File: src/dmar_pkg.sv
package dmar_pkg;

  // ----------------------------------------------------------------
  // register indices (byte address = 4 * index)
  // ----------------------------------------------------------------
  localparam logic [5:0] IDX_STROBE = 6'h01;
  localparam logic [5:0] IDX_MODE_A = 6'h03;
  localparam logic [5:0] IDX_MODE_B = 6'h05;
  localparam logic [5:0] IDX_MODE_C = 6'h07;
  localparam logic [5:0] IDX_ANA_SEL = 6'h09;
  localparam logic [5:0] IDX_CNT_SEL = 6'h0B;
  localparam logic [5:0] IDX_IRQ_CFG = 6'h0D;
  localparam logic [5:0] IDX_INT_STAT = 6'h0E;
  localparam logic [5:0] IDX_INT_CLR = 6'h0F;
  localparam logic [5:0] IDX_INT_EN = 6'h10;
  localparam logic [5:0] IDX_SRC_CFG = 6'h11;
  localparam logic [5:0] IDX_ALT_PHYS = 6'h12;

  // ----------------------------------------------------------------
  // field layouts
  // ----------------------------------------------------------------
  localparam int MODE_EN_BIT = 0;
  localparam int MODE_TCIE_BIT = 1;
  localparam int MODE_TYPE_LSB = 2;
  localparam int MODE_PHYS_LSB = 4;
  localparam logic [1:0] TYPE_DUAL = 2'h1;
  localparam int SEL_LO_LSB = 0;
  localparam int SEL_HI_LSB = 2;
  localparam int CFG_A_LINE_LSB = 0;
  localparam int CFG_A_EN_BIT = 3;
  localparam int CFG_B_LINE_LSB = 4;
  localparam int CFG_B_EN_BIT = 7;
  localparam int CFG_PTA_EN_BIT = 8;
  localparam int CFG_PTB_EN_BIT = 9;
  localparam int SRC_AI_LSB = 0;
  localparam int SRC_AO_LSB = 2;
  localparam int PHYS_W = 3;
  localparam int NUM_LCH = 3;

  // ----------------------------------------------------------------
  // reset values
  // ----------------------------------------------------------------
  localparam logic [7:0] RST_BYTE = 8'h00;
  localparam logic [9:0] RST_CFG = 10'h000;
  localparam logic [2:0] RST_PHYS = 3'h0;

  // fifo request conditions, same code space for both directions
  typedef enum logic [1:0] {
    DMAR_FRQ_C0 = 2'h0,
    DMAR_FRQ_C1 = 2'h1,
    DMAR_FRQ_C2 = 2'h2,
    DMAR_FRQ_C3 = 2'h3
  } dmar_frq_e;

endpackage

File: src/dmar_top.sv
// Behaviour
// - group one: input, counter zero, pass-through
// - group one pass-through: port C bits ORed
// - group two: output, counter one, pass-through
// - group two pass-through: enabled terminal counts
// - groups steer to lines 0-7; pass-through enables
// - three logical channels, mode registers each
// - mode: enable, interrupt enable, type, physical
// - two select registers bind sources to channels
// - request only when fully configured and requesting
// - input fifo request condition selectable
// - output fifo request condition selectable
// - buffered counters request via their own DMA request inputs
// - host terminal count raises channel interrupt
// - dual mode ping-pongs between two physical channels
// - clear strobe clears channel terminal-count status
module dmar_top #(
  parameter int NUM_PHYS = 8
) (
  // clock, reset, enable
  input wire logic clk_i,
  input wire logic rst_i,
  input wire logic ce_i,
  // wishbone slave
  input wire logic wb_cyc_i,
  input wire logic wb_stb_i,
  input wire logic wb_we_i,
  input wire logic [7:0] wb_adr_i,
  input wire logic [3:0] wb_sel_i,
  input wire logic [31:0] wb_dat_i,
  output logic [31:0] wb_dat_o,
  output logic wb_ack_o,
  // acquisition sources, same clock
  input wire logic ai_fifo_empty_i,
  input wire logic ai_fifo_half_i,
  input wire logic ai_fifo_full_i,
  input wire logic ao_fifo_empty_i,
  input wire logic ao_fifo_half_i,
  input wire logic ao_fifo_full_i,
  input wire logic cnt0_dma_req_i,
  input wire logic cnt1_dma_req_i,
  input wire logic ai_irq_i,
  input wire logic ao_irq_i,
  input wire logic cnt0_irq_i,
  input wire logic cnt1_irq_i,
  // pins
  input wire logic dio_port_c_bit_zero_i,
  input wire logic dio_port_c_bit_three_i,
  input wire logic [NUM_PHYS-1:0] dma_ack_i,
  input wire logic terminal_count_i,
  // host requests and interrupts
  output logic [NUM_PHYS-1:0] dma_req_o,
  output logic [7:0] irq_line_o,
  output logic int_o
);
  localparam int NL = dmar_pkg::NUM_LCH;
  localparam int PW = dmar_pkg::PHYS_W;

  // ----------------------------------------------------------------
  // parameter check
  // ----------------------------------------------------------------
  generate
    if (NUM_PHYS != (1 << PW)) begin : g_bad
      $error("dmar_top: NUM_PHYS must equal 8");
    end
  endgenerate

  // ----------------------------------------------------------------
  // functions
  // ----------------------------------------------------------------
  function automatic logic [1:0] lch_code(input int ch);
    lch_code = 2'(ch + 1);
  endfunction
  function automatic logic [5:0] mode_idx(input int ch);
    case (ch)
      0: mode_idx = dmar_pkg::IDX_MODE_A;
      1: mode_idx = dmar_pkg::IDX_MODE_B;
      default: mode_idx = dmar_pkg::IDX_MODE_C;
    endcase
  endfunction
  // expand byte lanes 0 and 1 into a bit mask
  function automatic logic [15:0] lane_mask(input logic [3:0] sel);
    lane_mask = {{8{sel[1]}}, {8{sel[0]}}};
  endfunction

  // ----------------------------------------------------------------
  // bus slave
  // ----------------------------------------------------------------
  logic ack_q;
  logic [31:0] rdat_q;
  logic [31:0] rdata_w;
  logic [5:0] idx;
  logic req_w;
  logic wr;
  logic [15:0] wm;
  logic [15:0] wd;
  assign idx = wb_adr_i[7:2];
  assign req_w = wb_cyc_i & wb_stb_i;
  // writes land on the edge that samples ack, as the master expects
  assign wr = req_w & wb_we_i & ack_q & ce_i;
  assign wm = lane_mask(wb_sel_i);
  assign wd = wb_dat_i[15:0];
  assign wb_ack_o = ack_q;
  assign wb_dat_o = rdat_q;
  always_ff @(posedge clk_i) begin
    if (rst_i) begin
      ack_q <= 1'b0;
    end else if (ce_i) begin
      ack_q <= req_w & ~ack_q;
    end
  end
  always_ff @(posedge clk_i) begin
    if (rst_i) begin
      rdat_q <= '0;
    end else if (ce_i && req_w && !wb_we_i && !ack_q) begin
      rdat_q <= rdata_w;
    end
  end

  // ----------------------------------------------------------------
  // configuration registers
  // ----------------------------------------------------------------
  logic [7:0] mode_q [NL];
  logic [7:0] ana_sel_q;
  logic [7:0] cnt_sel_q;
  logic [9:0] cfg_q;
  logic [7:0] src_q;
  logic [PW-1:0] alt_q [NL];
  logic [NL-1:0] int_en_q;
  always_ff @(posedge clk_i) begin
    if (rst_i) begin
      for (int ch = 0; ch < NL; ch++) begin
        mode_q[ch] <= dmar_pkg::RST_BYTE;
      end
    end else if (wr) begin
      for (int ch = 0; ch < NL; ch++) begin
        if (idx == mode_idx(ch)) begin
          mode_q[ch] <= (mode_q[ch] & ~wm[7:0]) | (wd[7:0] & wm[7:0]);
        end
      end
    end
  end
  always_ff @(posedge clk_i) begin
    if (rst_i) begin
      ana_sel_q <= dmar_pkg::RST_BYTE;
      cnt_sel_q <= dmar_pkg::RST_BYTE;
      src_q <= dmar_pkg::RST_BYTE;
    end else if (wr) begin
      if (idx == dmar_pkg::IDX_ANA_SEL) begin
        ana_sel_q <= (ana_sel_q & ~wm[7:0]) | (wd[7:0] & wm[7:0]);
      end
      if (idx == dmar_pkg::IDX_CNT_SEL) begin
        cnt_sel_q <= (cnt_sel_q & ~wm[7:0]) | (wd[7:0] & wm[7:0]);
      end
      if (idx == dmar_pkg::IDX_SRC_CFG) begin
        src_q <= (src_q & ~wm[7:0]) | (wd[7:0] & wm[7:0]);
      end
    end
  end
  always_ff @(posedge clk_i) begin
    if (rst_i) begin
      cfg_q <= dmar_pkg::RST_CFG;
      int_en_q <= '0;
    end else if (wr) begin
      if (idx == dmar_pkg::IDX_IRQ_CFG) begin
        cfg_q <= (cfg_q & ~wm[9:0]) | (wd[9:0] & wm[9:0]);
      end
      if (idx == dmar_pkg::IDX_INT_EN && wb_sel_i[0]) begin
        int_en_q <= wd[NL-1:0];
      end
    end
  end
  always_ff @(posedge clk_i) begin
    if (rst_i) begin
      for (int ch = 0; ch < NL; ch++) begin
        alt_q[ch] <= dmar_pkg::RST_PHYS;
      end
    end else if (wr && idx == dmar_pkg::IDX_ALT_PHYS) begin
      for (int ch = 0; ch < NL; ch++) begin
        alt_q[ch] <= (alt_q[ch] & ~wm[ch*PW +: PW]) | (wd[ch*PW +: PW] & wm[ch*PW +: PW]);
      end
    end
  end

  // ----------------------------------------------------------------
  // pin synchronisers
  // ----------------------------------------------------------------
  logic [NUM_PHYS+2:0] pin_m_q;
  logic [NUM_PHYS+2:0] pin_s_q;
  logic [NUM_PHYS-1:0] dack_s;
  logic tc_s;
  logic tc_prev_q;
  logic pc_s;
  always_ff @(posedge clk_i) begin
    if (rst_i) begin
      pin_m_q <= '0;
      pin_s_q <= '0;
      tc_prev_q <= 1'b0;
    end else if (ce_i) begin
      pin_m_q <= {dio_port_c_bit_three_i, dio_port_c_bit_zero_i,
                  terminal_count_i, dma_ack_i};
      pin_s_q <= pin_m_q;
      tc_prev_q <= tc_s;
    end
  end
  assign dack_s = pin_s_q[NUM_PHYS-1:0];
  assign tc_s = pin_s_q[NUM_PHYS];
  assign pc_s = pin_s_q[NUM_PHYS+1] | pin_s_q[NUM_PHYS+2];

  // ----------------------------------------------------------------
  // fifo request sources
  // ----------------------------------------------------------------
  logic input_fifo_request;
  logic output_fifo_request;
  logic ai_hold_q;
  logic ao_hold_q;
  dmar_pkg::dmar_frq_e ai_mode;
  dmar_pkg::dmar_frq_e ao_mode;
  assign ai_mode = dmar_pkg::dmar_frq_e'(src_q[dmar_pkg::SRC_AI_LSB +: 2]);
  assign ao_mode = dmar_pkg::dmar_frq_e'(src_q[dmar_pkg::SRC_AO_LSB +: 2]);
  // hysteresis latches for the fourth condition of each direction
  always_ff @(posedge clk_i) begin
    if (rst_i) begin
      ai_hold_q <= 1'b0;
      ao_hold_q <= 1'b0;
    end else if (ce_i) begin
      if (ai_fifo_half_i) begin
        ai_hold_q <= 1'b1;
      end else if (ai_fifo_empty_i) begin
        ai_hold_q <= 1'b0;
      end
      if (ao_fifo_full_i) begin
        ao_hold_q <= 1'b0;
      end else if (!ao_fifo_half_i) begin
        ao_hold_q <= 1'b1;
      end
    end
  end
  always_comb begin
    case (ai_mode)
      dmar_pkg::DMAR_FRQ_C0: input_fifo_request = ~ai_fifo_empty_i;
      dmar_pkg::DMAR_FRQ_C1: input_fifo_request = ai_fifo_half_i;
      dmar_pkg::DMAR_FRQ_C2: input_fifo_request = ai_fifo_full_i;
      default: input_fifo_request = ai_hold_q | ai_fifo_half_i;
    endcase
    case (ao_mode)
      dmar_pkg::DMAR_FRQ_C0: output_fifo_request = ao_fifo_empty_i;
      dmar_pkg::DMAR_FRQ_C1: output_fifo_request = ~ao_fifo_half_i;
      dmar_pkg::DMAR_FRQ_C2: output_fifo_request = ~ao_fifo_full_i;
      default: output_fifo_request = ao_hold_q & ~ao_fifo_full_i;
    endcase
  end

  // ----------------------------------------------------------------
  // logical to physical routing
  // ----------------------------------------------------------------
  logic [NL-1:0] lreq;
  logic [NL-1:0] use_alt_q;
  logic [NL-1:0] tc_evt;
  logic [PW-1:0] phys_w [NL];
  logic [NUM_PHYS-1:0] dreq_q;
  logic [NUM_PHYS-1:0] dreq_w;
  always_comb begin
    dreq_w = '0;
    for (int ch = 0; ch < NL; ch++) begin
      // alternate channel while the ping-pong side is active
      phys_w[ch] = use_alt_q[ch] ? alt_q[ch]
                                 : mode_q[ch][dmar_pkg::MODE_PHYS_LSB +: PW];
      // counters request through their own select register, cnt_sel_q
      lreq[ch] = mode_q[ch][dmar_pkg::MODE_EN_BIT] & (
        (ana_sel_q[dmar_pkg::SEL_LO_LSB +: 2] == lch_code(ch) & input_fifo_request) |
        (ana_sel_q[dmar_pkg::SEL_HI_LSB +: 2] == lch_code(ch) & output_fifo_request) |
        (cnt_sel_q[dmar_pkg::SEL_LO_LSB +: 2] == lch_code(ch) & cnt0_dma_req_i) |
        (cnt_sel_q[dmar_pkg::SEL_HI_LSB +: 2] == lch_code(ch) & cnt1_dma_req_i));
      // drive only the active physical line
      if (lreq[ch]) begin
        dreq_w[phys_w[ch]] = 1'b1;
      end
      // terminal count counts only with our acknowledge
      // acknowledge taken only on the active line
      tc_evt[ch] = tc_s & ~tc_prev_q & dack_s[phys_w[ch]] &
                   mode_q[ch][dmar_pkg::MODE_EN_BIT];
    end
  end
  always_ff @(posedge clk_i) begin
    if (rst_i) begin
      dreq_q <= '0;
    end else if (ce_i) begin
      dreq_q <= dreq_w;
    end
  end
  assign dma_req_o = dreq_q;
  // swap side on each terminal count in dual mode
  always_ff @(posedge clk_i) begin
    if (rst_i) begin
      use_alt_q <= '0;
    end else if (ce_i) begin
      for (int ch = 0; ch < NL; ch++) begin
        if (mode_q[ch][dmar_pkg::MODE_TYPE_LSB +: 2] != dmar_pkg::TYPE_DUAL) begin
          use_alt_q[ch] <= 1'b0;
        end else if (tc_evt[ch]) begin
          use_alt_q[ch] <= ~use_alt_q[ch];
        end
      end
    end
  end

  // ----------------------------------------------------------------
  // terminal-count status
  // ----------------------------------------------------------------
  logic [NL-1:0] tc_st_q;
  logic [NL-1:0] tc_clr;
  logic [NL-1:0] tc_ie;
  logic tc_irq;
  // clear via strobe register or clear register
  assign tc_clr = (wr && wb_sel_i[0] &&
                   (idx == dmar_pkg::IDX_STROBE || idx == dmar_pkg::IDX_INT_CLR))
                  ? wd[NL-1:0] : '0;
  always_ff @(posedge clk_i) begin
    if (rst_i) begin
      tc_st_q <= '0;
    end else if (ce_i) begin
      // a new terminal count beats a clear in the same cycle
      tc_st_q <= (tc_st_q & ~tc_clr) | tc_evt;
    end
  end
  always_comb begin
    for (int ch = 0; ch < NL; ch++) begin
      tc_ie[ch] = mode_q[ch][dmar_pkg::MODE_TCIE_BIT];
    end
  end
  assign tc_irq = |(tc_st_q & tc_ie);

  // ----------------------------------------------------------------
  // interrupt groups
  // ----------------------------------------------------------------
  logic grp_a;
  logic grp_b;
  logic [7:0] line_q;
  logic int_q;
  assign grp_a = ai_irq_i | cnt0_irq_i | (cfg_q[dmar_pkg::CFG_PTA_EN_BIT] & pc_s);
  assign grp_b = ao_irq_i | cnt1_irq_i | (cfg_q[dmar_pkg::CFG_PTB_EN_BIT] & tc_irq);
  // steer each group to its selected line
  always_ff @(posedge clk_i) begin
    if (rst_i) begin
      line_q <= '0;
      int_q <= 1'b0;
    end else if (ce_i) begin
      for (int l = 0; l < 8; l++) begin
        line_q[l] <=
          (grp_a & cfg_q[dmar_pkg::CFG_A_EN_BIT] &
           cfg_q[dmar_pkg::CFG_A_LINE_LSB +: 3] == 3'(l)) |
          (grp_b & cfg_q[dmar_pkg::CFG_B_EN_BIT] &
           cfg_q[dmar_pkg::CFG_B_LINE_LSB +: 3] == 3'(l));
      end
      int_q <= |(tc_st_q & int_en_q);
    end
  end
  assign irq_line_o = line_q;
  assign int_o = int_q;

  // ----------------------------------------------------------------
  // read mux
  // ----------------------------------------------------------------
  always_comb begin
    rdata_w = '0;
    case (idx)
      dmar_pkg::IDX_MODE_A: rdata_w[7:0] = mode_q[0];
      dmar_pkg::IDX_MODE_B: rdata_w[7:0] = mode_q[1];
      dmar_pkg::IDX_MODE_C: rdata_w[7:0] = mode_q[2];
      dmar_pkg::IDX_ANA_SEL: rdata_w[7:0] = ana_sel_q;
      dmar_pkg::IDX_CNT_SEL: rdata_w[7:0] = cnt_sel_q;
      dmar_pkg::IDX_IRQ_CFG: rdata_w[9:0] = cfg_q;
      dmar_pkg::IDX_INT_STAT: rdata_w[NL-1:0] = tc_st_q;
      dmar_pkg::IDX_INT_EN: rdata_w[NL-1:0] = int_en_q;
      dmar_pkg::IDX_SRC_CFG: rdata_w[7:0] = src_q;
      dmar_pkg::IDX_ALT_PHYS: rdata_w[NL*PW-1:0] = {alt_q[2], alt_q[1], alt_q[0]};
      default: rdata_w = '0;
    endcase
  end

endmodule

File: config.mk
export PLATFORM = sky130hd
export DESIGN_NAME = dmar_top
export DESIGN_NICKNAME = d
export VERILOG_FILES = /design/src/dmar_pkg.sv /design/src/dmar_top.sv
export SDC_FILE = /design/constraint.sdc
export NUM_CORES = 1
export LEC_CHECK = 0
export ABC_AREA = 0
export BUFFER_PORTS_ARGS = -buffer_cell sky130_fd_sc_hd__buf_2
export CORE_ASPECT_RATIO = 1.5
export CORE_MARGIN = 2
export CORE_UTILIZATION = 58
export CTS_BUF_LIST = sky130_fd_sc_hd__clkbuf_4 sky130_fd_sc_hd__clkbuf_8
export CTS_CLUSTER_DIAMETER = 150
export CTS_CLUSTER_SIZE = 8
export DETAILED_ROUTE_END_ITERATION = 12
export PLACE_DENSITY = 0.86
export SYNTH_ARGS = -nofsm -noshare
export SYNTH_HDL_FRONTEND = slang
export SYNTH_SLANG_ARGS = --single-unit
File: constraint.sdc
create_clock -name clk_i -period 4.45 [get_ports clk_i]
set_input_delay 0.89 -clock clk_i [delete_from_list [all_inputs] [get_ports clk_i]]
set_output_delay 0.89 -clock clk_i [all_outputs]
set_load 0.005 [all_outputs]
== After elaboration in Yosys (flattened, before gate mapping) ==
Memory sizes are Yosys's and may differ from the RTL's.
Cells that the tools add are included.
W data, S select, Z words.

* Order comparisons: 6
* Equal/unequal tests: 49
* Multiplexer cells: 64
* Bitwise gates (word level): 121
* Reduce and logical (&&, ||, !) cells: 33

{| class="wikitable"
|+ Operators with widths
! operator !! number
|-
| $or A8 B8 Y8 || 8
|-
| $and A8 B8 Y8 || 7
|-
| $and A1 B1 Y1 || 48
|-
| $mux W8 || 6
|-
| $pmux W5 S8 || 1
|-
| $mux W6 || 6
|-
| $mux W1 || 34
|-
| $eq A6 B4 Y1 const B || 5
|-
| $pmux W3 S10 || 1
|-
| $or A1 B1 Y1 || 29
|-
| $and A3 B3 Y3 || 9
|-
| $eq A3 B3 Y1 const B || 8
|-
| $mux W3 || 7
|-
| $and A10 B10 Y10 || 2
|-
| $eq A2 B2 Y1 const B || 10
|-
| $reduce_and A2 Y1 || 10
|-
| $eq A6 B5 Y1 const B || 3
|-
| $eq A6 B6 Y1 || 3
|-
| $eq A2 B1 Y1 const B || 6
|-
| $eq A3 B2 Y1 const B || 4
|-
| $eq A6 B3 Y1 const B || 2
|-
| $lt A3 B4 Y1 const B || 3
|-
| $or A3 B3 Y3 || 4
|-
| $logic_and A1 B1 Y1 || 10
|-
| 20 further kinds || 47
|}

* Register bits after elaboration: 96
* RAM bits: 33
* Bits of input ports: 73
* Output and inout bits: 50
* Logic and storage cells: 294
* Memories kept: 2

{| class="wikitable"
|+ Memory list
! name !! depth !! bits a word !! rd ports !! clocked after memory_dff !! write ports !! line !! RTL
|-
| mode_q || 3 || 8 || 3 || 0 || 3 || dmar_top.sv:123 || <nowiki>logic [7:0] mode_q [NL];</nowiki>
|-
| alt_q || 3 || 3 || 3 || 0 || 3 || dmar_top.sv:128 || <nowiki>logic [PW-1:0] alt_q [NL];</nowiki>
|}

== Longest topological paths before layout ==
* Depth in word-level cells: 13
* Gate-level depth with buffers: 9
* Mapped depth without buffers: 6

== Worst setup path before layout ==
Ideal clock, no wire load.

* Path type: input port to flip-flop
* Start point: input port wb_adr_i[5]
* End point: memory alt_q[0][0] in the netlist's numbering (enable)
* Arrival time: 2.149 ns
* Setup slack: 1.966 ns
* Cell stages on the path: 6
* Cells stage by stage: buf_6 > or4b_4 > nor2_4 > buf_6 > nand2_1 > nand2_1

{| class="wikitable"
|+ RTL lines
! what !! line !! RTL
|-
| start, declared || dmar_top.sv:28 || <nowiki>input wire logic [7:0] wb_adr_i,</nowiki>
|-
| end, declared || dmar_top.sv:128 ||
|}

== Worst setup path in the final report ==
* Start point: input port ce_i
* End point: register tc_st_q[1]

* Word-level cells in the longest chain between the ends: 7

{| class="wikitable"
|+ RTL lines
! what !! line !! RTL
|-
| start, declared || dmar_top.sv:23 || <nowiki>input wire logic ce_i,</nowiki>
|-
| $and A1 B1 Y1 || dmar_top.sv:100 || <nowiki>assign wr = req_w & wb_we_i & ack_q & ce_i;</nowiki>
|-
| $logic_and A1 B1 Y1 (2 in a row) || dmar_top.sv:316 || <nowiki>assign tc_clr = (wr && wb_sel_i[0] &&</nowiki>
|-
| $mux W3 || dmar_top.sv:318 || <nowiki>? wd[NL-1:0] : '0;</nowiki>
|-
| $not A3 Y3 || dmar_top.sv:324 || <nowiki>tc_st_q <= (tc_st_q & ~tc_clr) | tc_evt;</nowiki>
|-
| $and A3 B3 Y3 || dmar_top.sv:324 ||
|-
| $or A3 B3 Y3 || dmar_top.sv:324 ||
|-
| end signal, assigned || dmar_top.sv:324 ||
|-
| end, declared || dmar_top.sv:311 || <nowiki>logic [NL-1:0] tc_st_q;</nowiki>
|}

Parallel ways exist; a longest one is shown, timed or not.
A chain may end at the register's enable or synchronous reset.

==> metrics.yaml <==
outcome: "finished, final reports clean"
cts_hold_buf: 0
clock_sinks: 129
die_h_um: 136
cp-end-kind: "flip-flop"
finalMaxSlewViolations: 0
viasPerCell: 6.42
required_ps: 4770
cts_tree: "yes"
r2r_slack_ps: 2170
synth_commonest_cells: "104 x nor2_1, 96 x dfxtp_1, 75 x mux2i_1, 52 x nand2_1, 43 x a21oi_1"
gr-total-overflow: 0
ys_types: 69
gp_congestion: 0.957
synth-main-ff-cell: "dfxtp_1"
p_per_area_mw_per_mm2: 323
drive_gt1_share_pct: 16.3
diodes: 0
fp.dieW_um: 92.3
yosysWarnings: 0
path_class: "in -> reg"
area_delta_synth_final_pct: 10.7
tightest_slew_ps: 986
min_delay_path_depth: 2
layout.nets: 869
ios: 123
grt_start_max_net_pins: 59
ctsResizeCount: 0
io_buffer_count: 74
maxCapViolCount: 0
cts-root-buf: "clkbuf_8"
yosysMostFrequentCell: "nor2_1"
worst-path-stages: 7
yosysTopAreaCellShare_pct: 28.3
num_rows: 48
antenna_found_initial: 0
tns_ps: 0
r2r_end: "dma_req_o[7]"
crit_arrival_ps: 3020
slew_headroom_pct: 34.1
multi_input_area_mm2: 0.00356
grt_usage_pct: 31.0
grt_first_pass_wirelength_mm: 29.9
worstPathMaxFanout: 32
grt_pass1_vias: 5935
path_cells: "buf_2, nand3_1, nor2_4, nand2_2, or4b_1, o21ai_1, a21oi_1"
start_kind: "primary input"
placed_cells: 927
clock_latency_ps: 460
cp-startpoint: "ce_i"
cts_inserted_buffers: 17
finClkSkew_ps: 14.6
syn_area_per_cell_um2: 9.24
routed_wl_mm: 18.9
endpoint: "tc_st_q[1]"
drtIter0Drc: 776
yosysTopAreaCell: "dfxtp_1"
clk_path_buf_depth: 2
h-tree-depth: 4
clk_pin_slew_ps: 70
async_reset_ff_share_pct: 0
hold_class: "reg -> reg"
p_leak_nw: 2.80
stdcell_count: 958
dieArea_mm2: 0.0126
cp_slowest_stage_delay_ps: 660
synth_seq_cells: 129
setup_violations: 0
hold_viol_final: 0
initial_core_util_pct: 59.1
synthTopCellsByArea: "dfxtp_1 28%, edfxtp_1 15%, mux2i_1 11%"
syn_area_mm2: 0.00678
coreArea_mm2: 0.0115
nFillCells: 939
syn_inst: 734
rsz0062_at_grt: "false"
regArea_mm2: 0.00291
drc_errors: 0
r2r_cells: 6
vdd.ir_drop.worst_mv: 0.239
dr.pass1.iters: 9
cp_slowest_cell: "or4b_1"
postCtsSetupBuffers: 0
fmax_mhz: 370
period_share_pct: 60.8
post_drt_wl_per_cell_um: 19.7
num_vias: 6146
synth_edf_count: 33
cp_num_buf_inv: 1
synth-seq-area-share_pct: 43.0
dp_hpwl_mm: 13.8
post-route-min-period_ps: 2700
crit_family: "simple AND/OR/NAND/NOR gates"
ant_nets: 0
==> power by group <==
part           internal, mW  switching (mW)  total [mW]
logic                0.0705           0.123       0.193
registers              1.23          0.0280        1.26
clock network         0.494           0.477       0.970
==> worst min path at each step <==
| stage | start | end | slack, ps |
|---|---|---|---|
| 4_1_cts | wb_dat_o[1] | wb_dat_o[1] | 450 |
| 6_report | wb_dat_o[1] | wb_dat_o[1] | 450 |
| 2_1_floorplan | wb_dat_o[5] | wb_dat_o[5] | 440 |
| 5_1_grt | wb_dat_o[6] | wb_dat_o[6] | 470 |
| 3_3_place_gp | wb_dat_o[7] | wb_dat_o[7] | 430 |
| 3_5_place_dp | wb_dat_o[1] | wb_dat_o[1] | 440 |
==> cell families after synthesis <==
group | count (synthesis) | synth area share (%)
compound gates | 172 | 17.5
buf+inv | 72 | 5.81
xor+xnor | 1 | 0.129
simple gates | 280 | 21.6
mux | 79 | 11.9
flops | 129 | 43.0
other cells | 1 | 0.0553
==> area by class of cell <==
| type | instances | share of cell area, % |
|---|---|---|
| clock inverter | 10 | 1.33 |
| timing repair buffer | 78 | 5.34 |
| multi-input combinational | 554 | 47.4 |
| tap | 150 | 2.50 |
| sequential | 129 | 38.8 |
| clock buffer | 21 | 3.77 |
| inverter | 16 | 0.800 |
==> metal layers <==
layer	wire, µm	vias to the layer above	global-route usage, %
met3	1560	95	7.32
met1	6980	2888	35.3
met5	0	-	0
li1	-	2760	-
met2	8880	403	50.2
met4	1490	0	23.6
==> through the flow <==
step           power, mW  util [%]  worst slack (ps)  hold WS, ps  cell area, µm²
2_1_floorplan       1.41         -              1970          442            6860
3_3_place_gp        1.46      62.1              1370          432            7120
3_5_place_dp        1.47      62.1              1330          438            7120
4_1_cts             2.42      65.4              1800          447            7500
5_1_grt             2.49      65.4              1600          468            7500
6_report            2.42      65.4              1750          447            7500
==> layout by cell type (no fill, tap or decap), drive strengths merged, types with 6 or more instances in the layout <==
master,instances
nor2,111
dfxtp,96
buf,78
mux2i,76
nand2,53
a21oi,43
nand2b,41
edfxtp,33
o21ai,32
a22oi,28
conb,22
clkbuf,21
inv,19
nand3,18
nor2b,12
nor3,10
nand4,8
o31a,8
a311oi,8
o221ai,8
and3,6
==> worst register-to-register path, cell delays in order, from the launching register on <==
cell and delay, ps:
dfxtp_1 390, nor2b_1 170, o21ai_1 170, nand4_1 150, o211ai_1 680, nand4_1 280
a311oi_1 340
Power figures use the tool's default switching activity.
